**config.mk**
```make
export PLATFORM = sky130hd
export DESIGN_NAME = tscr_regs
export DESIGN_NICKNAME = d
export VERILOG_FILES = /design/src/logic/tscr_pkg.sv /design/src/logic/tscr_sticky_flags.sv /design/src/logic/tscr_regs.sv
export SDC_FILE = /design/constraint.sdc
export NUM_CORES = 1
export LEC_CHECK = 0
export BUFFER_PORTS_ARGS = -buffer_cell sky130_fd_sc_hd__buf_2
export CAP_MARGIN = 30
export CORE_MARGIN = 2
export CORE_UTILIZATION = 40
export DETAILED_ROUTE_END_ITERATION = 10
export PLACE_DENSITY = 0.7
export SYNTH_ARGS = -nofsm -noshare
export SYNTH_HDL_FRONTEND = slang
export SYNTH_SLANG_ARGS = --single-unit
```
**constraint.sdc**
```tcl
create_clock -name ref_clk -period 1.8 [get_ports ref_clk]
set_clock_uncertainty 0.05 [all_clocks]
set_input_delay 0.18 -clock ref_clk [delete_from_list [all_inputs] [get_ports ref_clk]]
set_output_delay 0.18 -clock ref_clk [all_outputs]
set_load 0.05 [all_outputs]
```
**src/logic/tscr_pkg.sv**
```systemverilog
// Shared constants for the transparent serial channel register bank.
package tscr_pkg;

    // ============================================================
    // Bus geometry
    localparam int ADDR_W = 10;
    localparam int DATA_W = 32;
    localparam int BE_W = 4;

    // ============================================================
    // Register byte addresses
    localparam logic [9:0] ADDR_MODE = 10'h000;
    localparam logic [9:0] ADDR_EVENT = 10'h004;
    localparam logic [9:0] ADDR_ENABLE = 10'h008;

    // Reserved parameter words, kept as word indexes; byte address is four times the index.
    localparam logic [7:0] PRAM_RES_FIRST = 8'h9C;
    localparam logic [7:0] PRAM_RES_LAST = 8'hBE;

    // ============================================================
    // Mode register layout
    localparam int MODE_W = 16;
    localparam int MODE_PROTO_LSB = 6;
    localparam int MODE_PROTO_MSB = 15;
    localparam int MODE_COMMON_W = 6;
    localparam int MODE_OUTSIDE_SYNC_BIT = 14;
    localparam int MODE_NO_SYNC_BIT = 13;
    localparam int MODE_BIT_REVERSE_BIT = 12;
    localparam int MODE_SEL_LSB = 0;
    localparam int MODE_SEL_W = 2;
    localparam logic [15:0] MODE_RESET = 16'h0000;

    // ============================================================
    // Event and enable layout
    localparam int EVT_W = 8;
    localparam int EVT_RX_BIT = 0;
    localparam int EVT_TX_BIT = 1;
    localparam int EVT_NO_BUFFER_BIT = 2;
    localparam int EVT_RECEIVE_WORD_BIT = 3;
    localparam int EVT_TRANSMIT_ERROR_BIT = 4;
    localparam int EVT_CARRIER_CHANGE_BIT = 6;
    localparam int EVT_CTS_CHANGE_BIT = 7;
    localparam logic [7:0] EVT_DEFINED = 8'hDF;
    localparam logic [7:0] EVT_RESET = 8'h00;
    localparam logic [7:0] ENABLE_RESET = 8'h00;

endpackage : tscr_pkg

```
**src/logic/tscr_sticky_flags.sv**
```systemverilog
// Sticky event flags with write-one-to-clear and set priority.
`timescale 1ns/1ps
`default_nettype none

module tscr_sticky_flags #(
    parameter int WIDTH = 8,
    parameter logic [WIDTH-1:0] VALID = '1
) (
    // Clock and reset
    input wire logic ref_clk,
    input wire logic reset_n,
    // Set and clear
    input wire logic [WIDTH-1:0] set_pulse,
    input wire logic [WIDTH-1:0] clear_mask,
    // State
    output logic [WIDTH-1:0] flags
);

    // ============================================================
    // Next value
    logic [WIDTH-1:0] next_flags;

    // A set in the clearing cycle survives, so no event is lost.
    assign next_flags = ((flags & ~clear_mask) | set_pulse) & VALID;

    // ============================================================
    // Storage
    always_ff @(posedge ref_clk) begin
        if (!reset_n) begin
            flags <= '0;
        end else begin
            flags <= next_flags;
        end
    end

endmodule : tscr_sticky_flags

`default_nettype wire

```
**src/logic/tscr_regs.sv**
```systemverilog
// Register bank of one serial channel in transparent mode, Avalon-MM slave.
`timescale 1ns/1ps
`default_nettype none

// Operation
// - The channel has a 16-bit memory-mapped read-write mode register that governs it.
// - Mode bits 15 to 6 carry transparent meaning only in transparent mode; bits 5 to 0 stay common.
// - Reset clears the protocol-specific mode bits to zero.
// - An 8-bit event register reports channel events and sources the interrupt.
// - A recognised event sets its event bit, which stays set until software clears it.
// - Writing one to an event bit clears it and writing zero leaves it alone.
// - An 8-bit read-write enable register matches the event bits one for one.
// - An enable bit at one lets its event request an interrupt, at zero it blocks it.
// - Reset clears both the event and the enable register.
// - Parameter words 9C through BE are reserved in transparent mode and hold no values.
// - The interrupt request stays high until every enabled event bit is cleared.
// - One write with several ones clears several event bits at once.
module tscr_regs
    import tscr_pkg::*;
#(
    parameter logic [1:0] TRANSPARENT_SEL = 2'h3
) (
    // Clock and reset
    input wire logic ref_clk,
    input wire logic reset_n,
    // Avalon-MM slave
    input wire logic [ADDR_W-1:0] avs_address,
    input wire logic avs_read,
    input wire logic avs_write,
    input wire logic [DATA_W-1:0] avs_writedata,
    input wire logic [BE_W-1:0] avs_byteenable,
    output logic [DATA_W-1:0] avs_readdata,
    output logic avs_waitrequest,
    // Events from the serial bit engine, one-cycle pulses on ref_clk
    input wire logic [EVT_W-1:0] event_pulse,
    // Mode controls to the serial bit engine
    output logic [MODE_COMMON_W-1:0] common_mode,
    output logic transparent_active,
    output logic outside_sync_select,
    output logic no_sync_select,
    output logic bit_order_reverse,
    // Interrupt
    output logic irq
);

    // ============================================================
    // Helpers

    // Merges write data into a 16-bit register under byte enables.
    function automatic logic [15:0] merge16(
        input logic [15:0] cur,
        input logic [31:0] wdata,
        input logic [3:0] be
    );
        logic [15:0] res;
        res = cur;
        if (be[0]) begin
            res[7:0] = wdata[7:0];
        end
        if (be[1]) begin
            res[15:8] = wdata[15:8];
        end
        return res;
    endfunction : merge16

    // Word index of a byte address.
    function automatic logic [7:0] word_index(input logic [ADDR_W-1:0] addr);
        return addr[ADDR_W-1:2];
    endfunction : word_index

    // ============================================================
    // Bus handshake
    // The answer comes one cycle after the request is seen; that costs a cycle
    // per access but lets read data come straight from a flip-flop.
    logic req;
    logic accept;
    logic wr_accept;
    logic next_waitrequest;

    assign req = avs_read | avs_write;
    assign accept = req & ~avs_waitrequest;
    assign wr_accept = avs_write & ~avs_waitrequest;
    assign next_waitrequest = ~(req & avs_waitrequest);

    always_ff @(posedge ref_clk) begin
        if (!reset_n) begin
            avs_waitrequest <= 1'b1;
        end else begin
            avs_waitrequest <= next_waitrequest;
        end
    end

    // ============================================================
    // Address decode
    logic [7:0] idx;
    logic hit_mode;
    logic hit_event;
    logic hit_enable;
    logic hit_pram_res;
    logic [7:0] res_offset;

    assign idx = word_index(avs_address);
    assign hit_mode = (avs_address == ADDR_MODE);
    assign hit_event = (avs_address == ADDR_EVENT);
    assign hit_enable = (avs_address == ADDR_ENABLE);
    assign res_offset = idx - PRAM_RES_FIRST;
    assign hit_pram_res = (idx >= PRAM_RES_FIRST) && (idx <= PRAM_RES_LAST) && !res_offset[0];

    // ============================================================
    // Mode register
    logic [MODE_W-1:0] mode;
    logic [MODE_W-1:0] next_mode;
    logic mode_we;

    assign mode_we = wr_accept & hit_mode;
    assign next_mode = mode_we ? merge16(mode, avs_writedata, avs_byteenable) : mode;

    always_ff @(posedge ref_clk) begin
        if (!reset_n) begin
            mode <= MODE_RESET;
        end else begin
            mode <= next_mode;
        end
    end

    // ============================================================
    // Mode decode
    // Undefined protocol bits are stored and read back as written, so software
    // that ignores the advice to write them zero sees its own value.
    logic next_transparent;
    logic next_outside_sync;
    logic next_no_sync;
    logic next_reverse;

    // protocol bits count only in transparent mode
    assign next_transparent = (next_mode[MODE_SEL_LSB +: MODE_SEL_W] == TRANSPARENT_SEL);
    assign next_outside_sync = next_transparent & next_mode[MODE_OUTSIDE_SYNC_BIT];
    assign next_no_sync = next_transparent & next_mode[MODE_NO_SYNC_BIT];
    assign next_reverse = next_transparent & next_mode[MODE_BIT_REVERSE_BIT];

    always_ff @(posedge ref_clk) begin
        if (!reset_n) begin
            common_mode <= MODE_RESET[MODE_COMMON_W-1:0];
            transparent_active <= 1'b0;
            outside_sync_select <= 1'b0;
            no_sync_select <= 1'b0;
            bit_order_reverse <= 1'b0;
        end else begin
            common_mode <= next_mode[MODE_COMMON_W-1:0];
            transparent_active <= next_transparent;
            outside_sync_select <= next_outside_sync;
            no_sync_select <= next_no_sync;
            bit_order_reverse <= next_reverse;
        end
    end

    // ============================================================
    // Event register
    logic [EVT_W-1:0] event_flags;
    logic [EVT_W-1:0] event_clear;
    logic event_we;

    assign event_we = wr_accept & hit_event & avs_byteenable[0];
    assign event_clear = event_we ? avs_writedata[EVT_W-1:0] : '0;

    tscr_sticky_flags #(
        .WIDTH(EVT_W),
        .VALID(EVT_DEFINED)
    ) u_event_flags (
        .ref_clk(ref_clk),
        .reset_n(reset_n),
        .set_pulse(event_pulse),
        .clear_mask(event_clear),
        .flags(event_flags)
    );

    // ============================================================
    // Enable register
    logic [EVT_W-1:0] event_enable;
    logic [EVT_W-1:0] next_enable;
    logic enable_we;

    assign enable_we = wr_accept & hit_enable & avs_byteenable[0];
    assign next_enable = enable_we ? (avs_writedata[EVT_W-1:0] & EVT_DEFINED) : event_enable;

    always_ff @(posedge ref_clk) begin
        if (!reset_n) begin
            event_enable <= ENABLE_RESET;
        end else begin
            event_enable <= next_enable;
        end
    end

    // ============================================================
    // Interrupt request
    logic next_irq;

    // high while any enabled event remains
    assign next_irq = |(event_flags & event_enable);

    always_ff @(posedge ref_clk) begin
        if (!reset_n) begin
            irq <= 1'b0;
        end else begin
            irq <= next_irq;
        end
    end

    // ============================================================
    // Read data
    // Unmapped and reserved addresses read as zero and ignore writes.
    logic [DATA_W-1:0] rd_mux;
    logic [DATA_W-1:0] next_readdata;

    assign rd_mux = hit_mode ? {16'h0000, mode} :
                    hit_event ? {24'h000000, event_flags} :
                    hit_enable ? {24'h000000, event_enable} :
                    32'h00000000;
    // no protocol values in reserved words
    assign next_readdata = (avs_read && avs_waitrequest && !hit_pram_res) ? rd_mux :
                           (accept ? avs_readdata : 32'h00000000);

    always_ff @(posedge ref_clk) begin
        if (!reset_n) begin
            avs_readdata <= 32'h00000000;
        end else begin
            avs_readdata <= next_readdata;
        end
    end

endmodule : tscr_regs

`default_nettype wire

```
# After elaboration in Yosys (flattened, before gate mapping)
# Cells that the tools add are included.
[classes] addsub=1 magnitude_cmp=2 eq_ne=4 muxes=9 bitwise=18 n_reduce_logical=10
[op_table] cell="2-to-1 mux 32 bit" count=2
[op_table] cell="2-to-1 mux 8 bit" count=4
[op_table] cell="bitwise AND 8 bit" count=2
[op_table] cell="2-to-1 mux 16 bit" count=1
[op_table] cell="2-to-1 mux 15 bit" count=1
[op_table] cell="bitwise AND 1 bit" count=11
[op_table] cell="equality test 10 x 3 -> 1 bit (second input constant)" count=1
[op_table] cell="equality test 10 x 4 -> 1 bit (second input constant)" count=1
[op_table] cell="zero test 10 bit" count=1
[op_table] cell="greater-or-equal comparator 8 bit (second input constant)" count=1
[op_table] cell="<= comparator 8 bit (second input constant)" count=1
[op_table] cell="NOT 8 bit" count=1
[op_table] cell="bitwise OR 8 bit" count=1
[op_table] cell="OR reduction 8 bit" count=1
[op_table] cell="2-to-1 mux 7 bit" count=1
[op_table] cell="logical AND 1 bit" count=4
[op_table] cell="AND reduction 2 bit" count=2
[op_table] cell="equality test 2 bit (second input constant)" count=1
[op_table] cell="zero test 1 bit" count=2
[op_table] cell="inequality test 2 x 1 -> 1 bit (second input constant)" count=1
[op_table] cell="NOT 1 bit" count=2
[op_table] cell="bitwise OR 1 bit" count=1
[op_table] cell="subtractor 1 bit (second input constant)" count=1
[word_totals] register_bits=75 word_cells=58

# Longest topological paths before layout
[depth] word_depth=8 depth_mapped=6

# By module
# From an unflattened synthesis, not the netlist that was laid out.
[unflattened] hier_cells=240 hier_area_um2=2288.4
[modules_own_cells] mod="tscr_regs" instances=1 cells_each=217 area_per_inst_um2=2040.7 seq_area_each_um2=900.9
[modules_own_cells] mod="tscr_sticky_flags" instances=1 cells_each=23 area_per_inst_um2=247.7 seq_area_each_um2=140.1

# Worst setup path before layout
# OpenSTA, ideal clock, no wires.
[synth_timing] path_type="register to register" startpoint="register avs_waitrequest" endpoint="register bit_order_reverse" setup_time_ps=64 arrival_time_ps=1642 slack_ps=43 stages_incl_launch_ff=6 period_less_slack_ps=1757 path_cell_list="dfxtp_1 and3b_1 nand4_1 buf_2 mux2_4 nor2_1"
[synth_via] elab_chain_cells=6
[synth_lines] element="from (decl)" line="tscr_regs.sv:33" source="output logic avs_waitrequest,"
[synth_lines] element="from (signal assigned)" line="tscr_regs.sv:89" source="avs_waitrequest <= next_waitrequest;"
[synth_lines] element="NOT 1 bit *" line="tscr_regs.sv:82" source="assign wr_accept = avs_write & ~avs_waitrequest;"
[synth_lines] element="bitwise AND 1 bit *" line="tscr_regs.sv:82"
[synth_lines] element="bitwise AND 1 bit *" line="tscr_regs.sv:115" source="assign mode_we = wr_accept & hit_mode;"
[synth_lines] element="2-to-1 mux 15 bit *" line="tscr_regs.sv:116" source="assign next_mode = mode_we ? merge16(mode, avs_writedata, avs_byteenable) : mode;"
[synth_lines] element="equality test 2 bit" line="tscr_regs.sv:136" source="assign next_transparent = (next_mode[MODE_SEL_LSB +: MODE_SEL_W] == TRANSPARENT_SEL);"
[synth_lines] element="bitwise AND 1 bit *" line="tscr_regs.sv:139" source="assign next_reverse = next_transparent & next_mode[MODE_BIT_REVERSE_BIT];"
[synth_lines] element="to (signal assigned)" line="tscr_regs.sv:153" source="bit_order_reverse <= next_reverse;"
[synth_lines] element="to (decl)" line="tscr_regs.sv:41" source="output logic bit_order_reverse,"
# Every way passes the cells marked *; elsewhere a longest branch is shown, timed or not.
# A chain may end at the register's enable or synchronous reset.

# Worst setup path in the final report
[layout_timing] startpoint="register avs_waitrequest" endpoint="register outside_sync_select"
[layout_via] elab_chain_cells=6
[layout_lines] element="NOT 1 bit *" line="tscr_regs.sv:82"
[layout_lines] element="bitwise AND 1 bit *" line="tscr_regs.sv:82"
[layout_lines] element="bitwise AND 1 bit *" line="tscr_regs.sv:115"
[layout_lines] element="2-to-1 mux 15 bit *" line="tscr_regs.sv:116"
[layout_lines] element="equality test 2 bit" line="tscr_regs.sv:136"
[layout_lines] element="bitwise AND 1 bit *" line="tscr_regs.sv:137" source="assign next_outside_sync = next_transparent & next_mode[MODE_OUTSIDE_SYNC_BIT];"
[layout_lines] element="to (signal assigned)" line="tscr_regs.sv:151" source="outside_sync_select <= next_outside_sync;"
[layout_lines] element="to (decl)" line="tscr_regs.sv:39" source="output logic outside_sync_select,"
# Marks and branches as above.

==> flow_summary.ini <==
[power_and_ir_drop]
clockPowerShare_pct = 36.0
leakage_nw = 1.34
swShare_pct = 25.2
power_density_nw_per_um2 = 825
p_switching_mw = 0.550
peakVddDrop_mv = 0.295
p_int_mw = 1.63
power_frac_seq_pct = 53.8
p_comb_share_pct = 10.2

[global_routing]
grt_pass1_vias = 1797
grt-ovfl-total = 0
grt_pass1_wl_mm = 8.43
grt_max_degree = 25
grt_usage_pct = 17.4
antenna_found_initial = 0

[floorplan]
chipHeight_microns = 78.1
row_count = 26
die-area_sq_um = 6110
io_pins = 102
core_area_sq_um = 5200
chipWidth_microns = 78.1
start_util_pct = 42.2

[route]
firstDrtPassIters = 4
ant_nets = 0
routed_wirelength_mm = 5.06
drc = 0
vias_per_cell = 4.99
routedWlPerCell_microns = 13.5
first_iter_violations = 110
vias = 1873

[sta]
finalSetupViolCount = 0
finalHoldViolCount = 0
fmax_mhz = 662
fin_tns_setup_ns = 0
slew_violations = 0
rsz0062_at_grt = false
post-route-min-period_ns = 1.51
min_period_over_period_pct = 83.9
finalWorstSetupSlack_ns = 0.290

[clock_tree]
cts_buffer_depth = 2
numCtsBuffers = 5
cts_tree = built
cts_max_level = 2
clock_sinks = 52
clk_pin_slew_ns = 0.09
postCtsSetupRepairBufs = 0
cts_hold_buf = 0
clk_latency_ns = 0.30
cts.repair.resized = 0
clock-root-buffer = clkbuf_8

[setup_path]
worstSetupPathType = reg2reg
r2r_cells = 4
cp.required_ns = 1.94
cp-end-kind = flip-flop
crit_arrival_ns = 1.65
cp-start-kind = flip-flop
r2r-start = avs_waitrequest
r2r_end = outside_sync_select
r2r_setup_slack_ns = 0.29
cp_max_fo = 8

[synth]
synth_cell_type_count = 30
yosys_register_bits = 52
syn_inst = 239
syn_area_sq_um = 2200
ys.warnings.count = 0
synth_area_per_cell_sq_um = 9.20
seq_area_frac_synth_pct = 47.4

[layout]
fillers = 524
num_antenna_cells = 0
multi_input_area_sq_um = 948
seq_area_sq_um = 1040
synthToLayoutAreaGrowth_pct = 20.4
layout_common_cells = 66 x buf_2, 52 x dfxtp_1, 28 x nor2_1
layout_commonest_cell = buf_2
drive_above_1_share_pct = 29.5
fin_nets = 362

[placement]
dp_slack_ns = 0.0624
port_buffers = 66
dp_hpwl_mm = 3.78
gp_congestion = 0.782

[hold_path]
hold_depth = 2
hold_path_end = u_event_flags.flags[6]
hold_start = avs_writedata[6]
hp-class = in2reg

[run_status]
status = completed

[job]
drv_cap = 0
==> kinds of logic (layout without fill, tap and decap cells) <==
family,after synthesis,after routing,share of synthesized area [%]
other cells,1,16,0.171
compound gates,57,57,16.7
buf+inv,48,99,12.1
flops,52,52,47.4
simple gates,64,64,15.7
mux,17,17,7.97
==> through the flow <==
step | total power, mW | hold WS, ns | cell area [sq um] | util [%] | std cells
2_1_floorplan | 1.37 | 0.231 | 2250 | - | 254
3_3_place_gp | 1.42 | 0.344 | 2520 | 48.5 | 366
3_5_place_dp | 1.42 | 0.349 | 2530 | 48.7 | 367
4_1_cts | 2.21 | 0.0192 | 2650 | 50.8 | 375
5_1_grt | 2.28 | 0.0239 | 2650 | 50.8 | 375
6_report | 2.18 | 0.0301 | 2650 | 50.8 | 375
==> synth_stat cells <==
master | instances | area [sq um]
a21oi_1 | 14 | 70.1
a222oi_1 | 1 | 10.0
a22o_1 | 9 | 78.8
a22oi_1 | 2 | 15.0
a31oi_1 | 8 | 50.1
and3b_1 | 2 | 17.5
buf_2 | 2 | 10.0
buf_4 | 22 | 165
clkbuf_1 | 7 | 26.3
clkinv_1 | 1 | 3.75
conb_1 | 1 | 3.75
dfxtp_1 | 52 | 1040
inv_1 | 16 | 60.1
mux2_4 | 1 | 15.0
mux2i_1 | 16 | 160
nand2_1 | 14 | 52.6
nand2_2 | 1 | 6.26
nand3_1 | 10 | 50.1
nand3_2 | 1 | 10.0
nand4_1 | 2 | 12.5
nand4_2 | 1 | 12.5
nor2_1 | 28 | 105
nor2_2 | 1 | 6.26
nor2b_1 | 1 | 6.26
nor4_4 | 2 | 42.5
nor4b_4 | 1 | 23.8
o211ai_1 | 1 | 7.51
o21ai_0 | 11 | 55.1
o21ai_1 | 4 | 20.0
o41ai_1 | 7 | 61.3
==> area by class of cell <==
type | count | share of cell area [%]
sequential | 52 | 39.3
multi-input combinational | 154 | 35.8
inverter | 17 | 2.41
timing repair buffer | 74 | 14.9
tap | 70 | 3.31
clock buffer | 5 | 2.60
clock inverter | 3 | 1.61
==> power by group through the flow <==
stage	sequential (mW)	clock [mW]	combinational [mW]
2_1_floorplan	1.20	0	0.168
3_3_place_gp	1.20	0	0.216
3_5_place_dp	1.20	0	0.220
4_1_cts	1.18	0.809	0.222
5_1_grt	1.18	0.859	0.241
6_report	1.18	0.786	0.222
==> how the worst max path moves through the flow <==
| stage | from | endpoint |
|---|---|---|
| 2_1_floorplan | avs_waitrequest | bit_order_reverse |
| 3_3_place_gp | avs_address[5] | no_sync_select |
| 3_5_place_dp | avs_address[5] | outside_sync_select |
| 4_1_cts | avs_waitrequest | outside_sync_select |
| 5_1_grt | avs_waitrequest | bit_order_reverse |
| 6_report | avs_waitrequest | outside_sync_select |
==> flip-flops by register name, summed over array words and instances, names as in the netlist, 7 cells and up <==
signal               flops
mode                    16
u_event_flags.flags      7
event_enable             7
avs_readdata            16
==> worst max-delay path: stages, from the launching register on <==
cell and delay [ns]:
dfxtp_1 0.37, and3b_1 0.25, nand4_2 0.34, mux2i_1 0.32, nor2_1 0.07
==> routing by layer <==
layer / vias to the layer above / global-route usage, % / part of all wire [%]
met3: 4 / 4.02 / 8.8
met2: 83 / 28.7 / 46
li1: 923 / - / -
met4: 0 / 5.79 / 1.1
met1: 863 / 22.5 / 44
met5: - / 0 / 0
No activity file was read; power rests on OpenSTA's default activity.
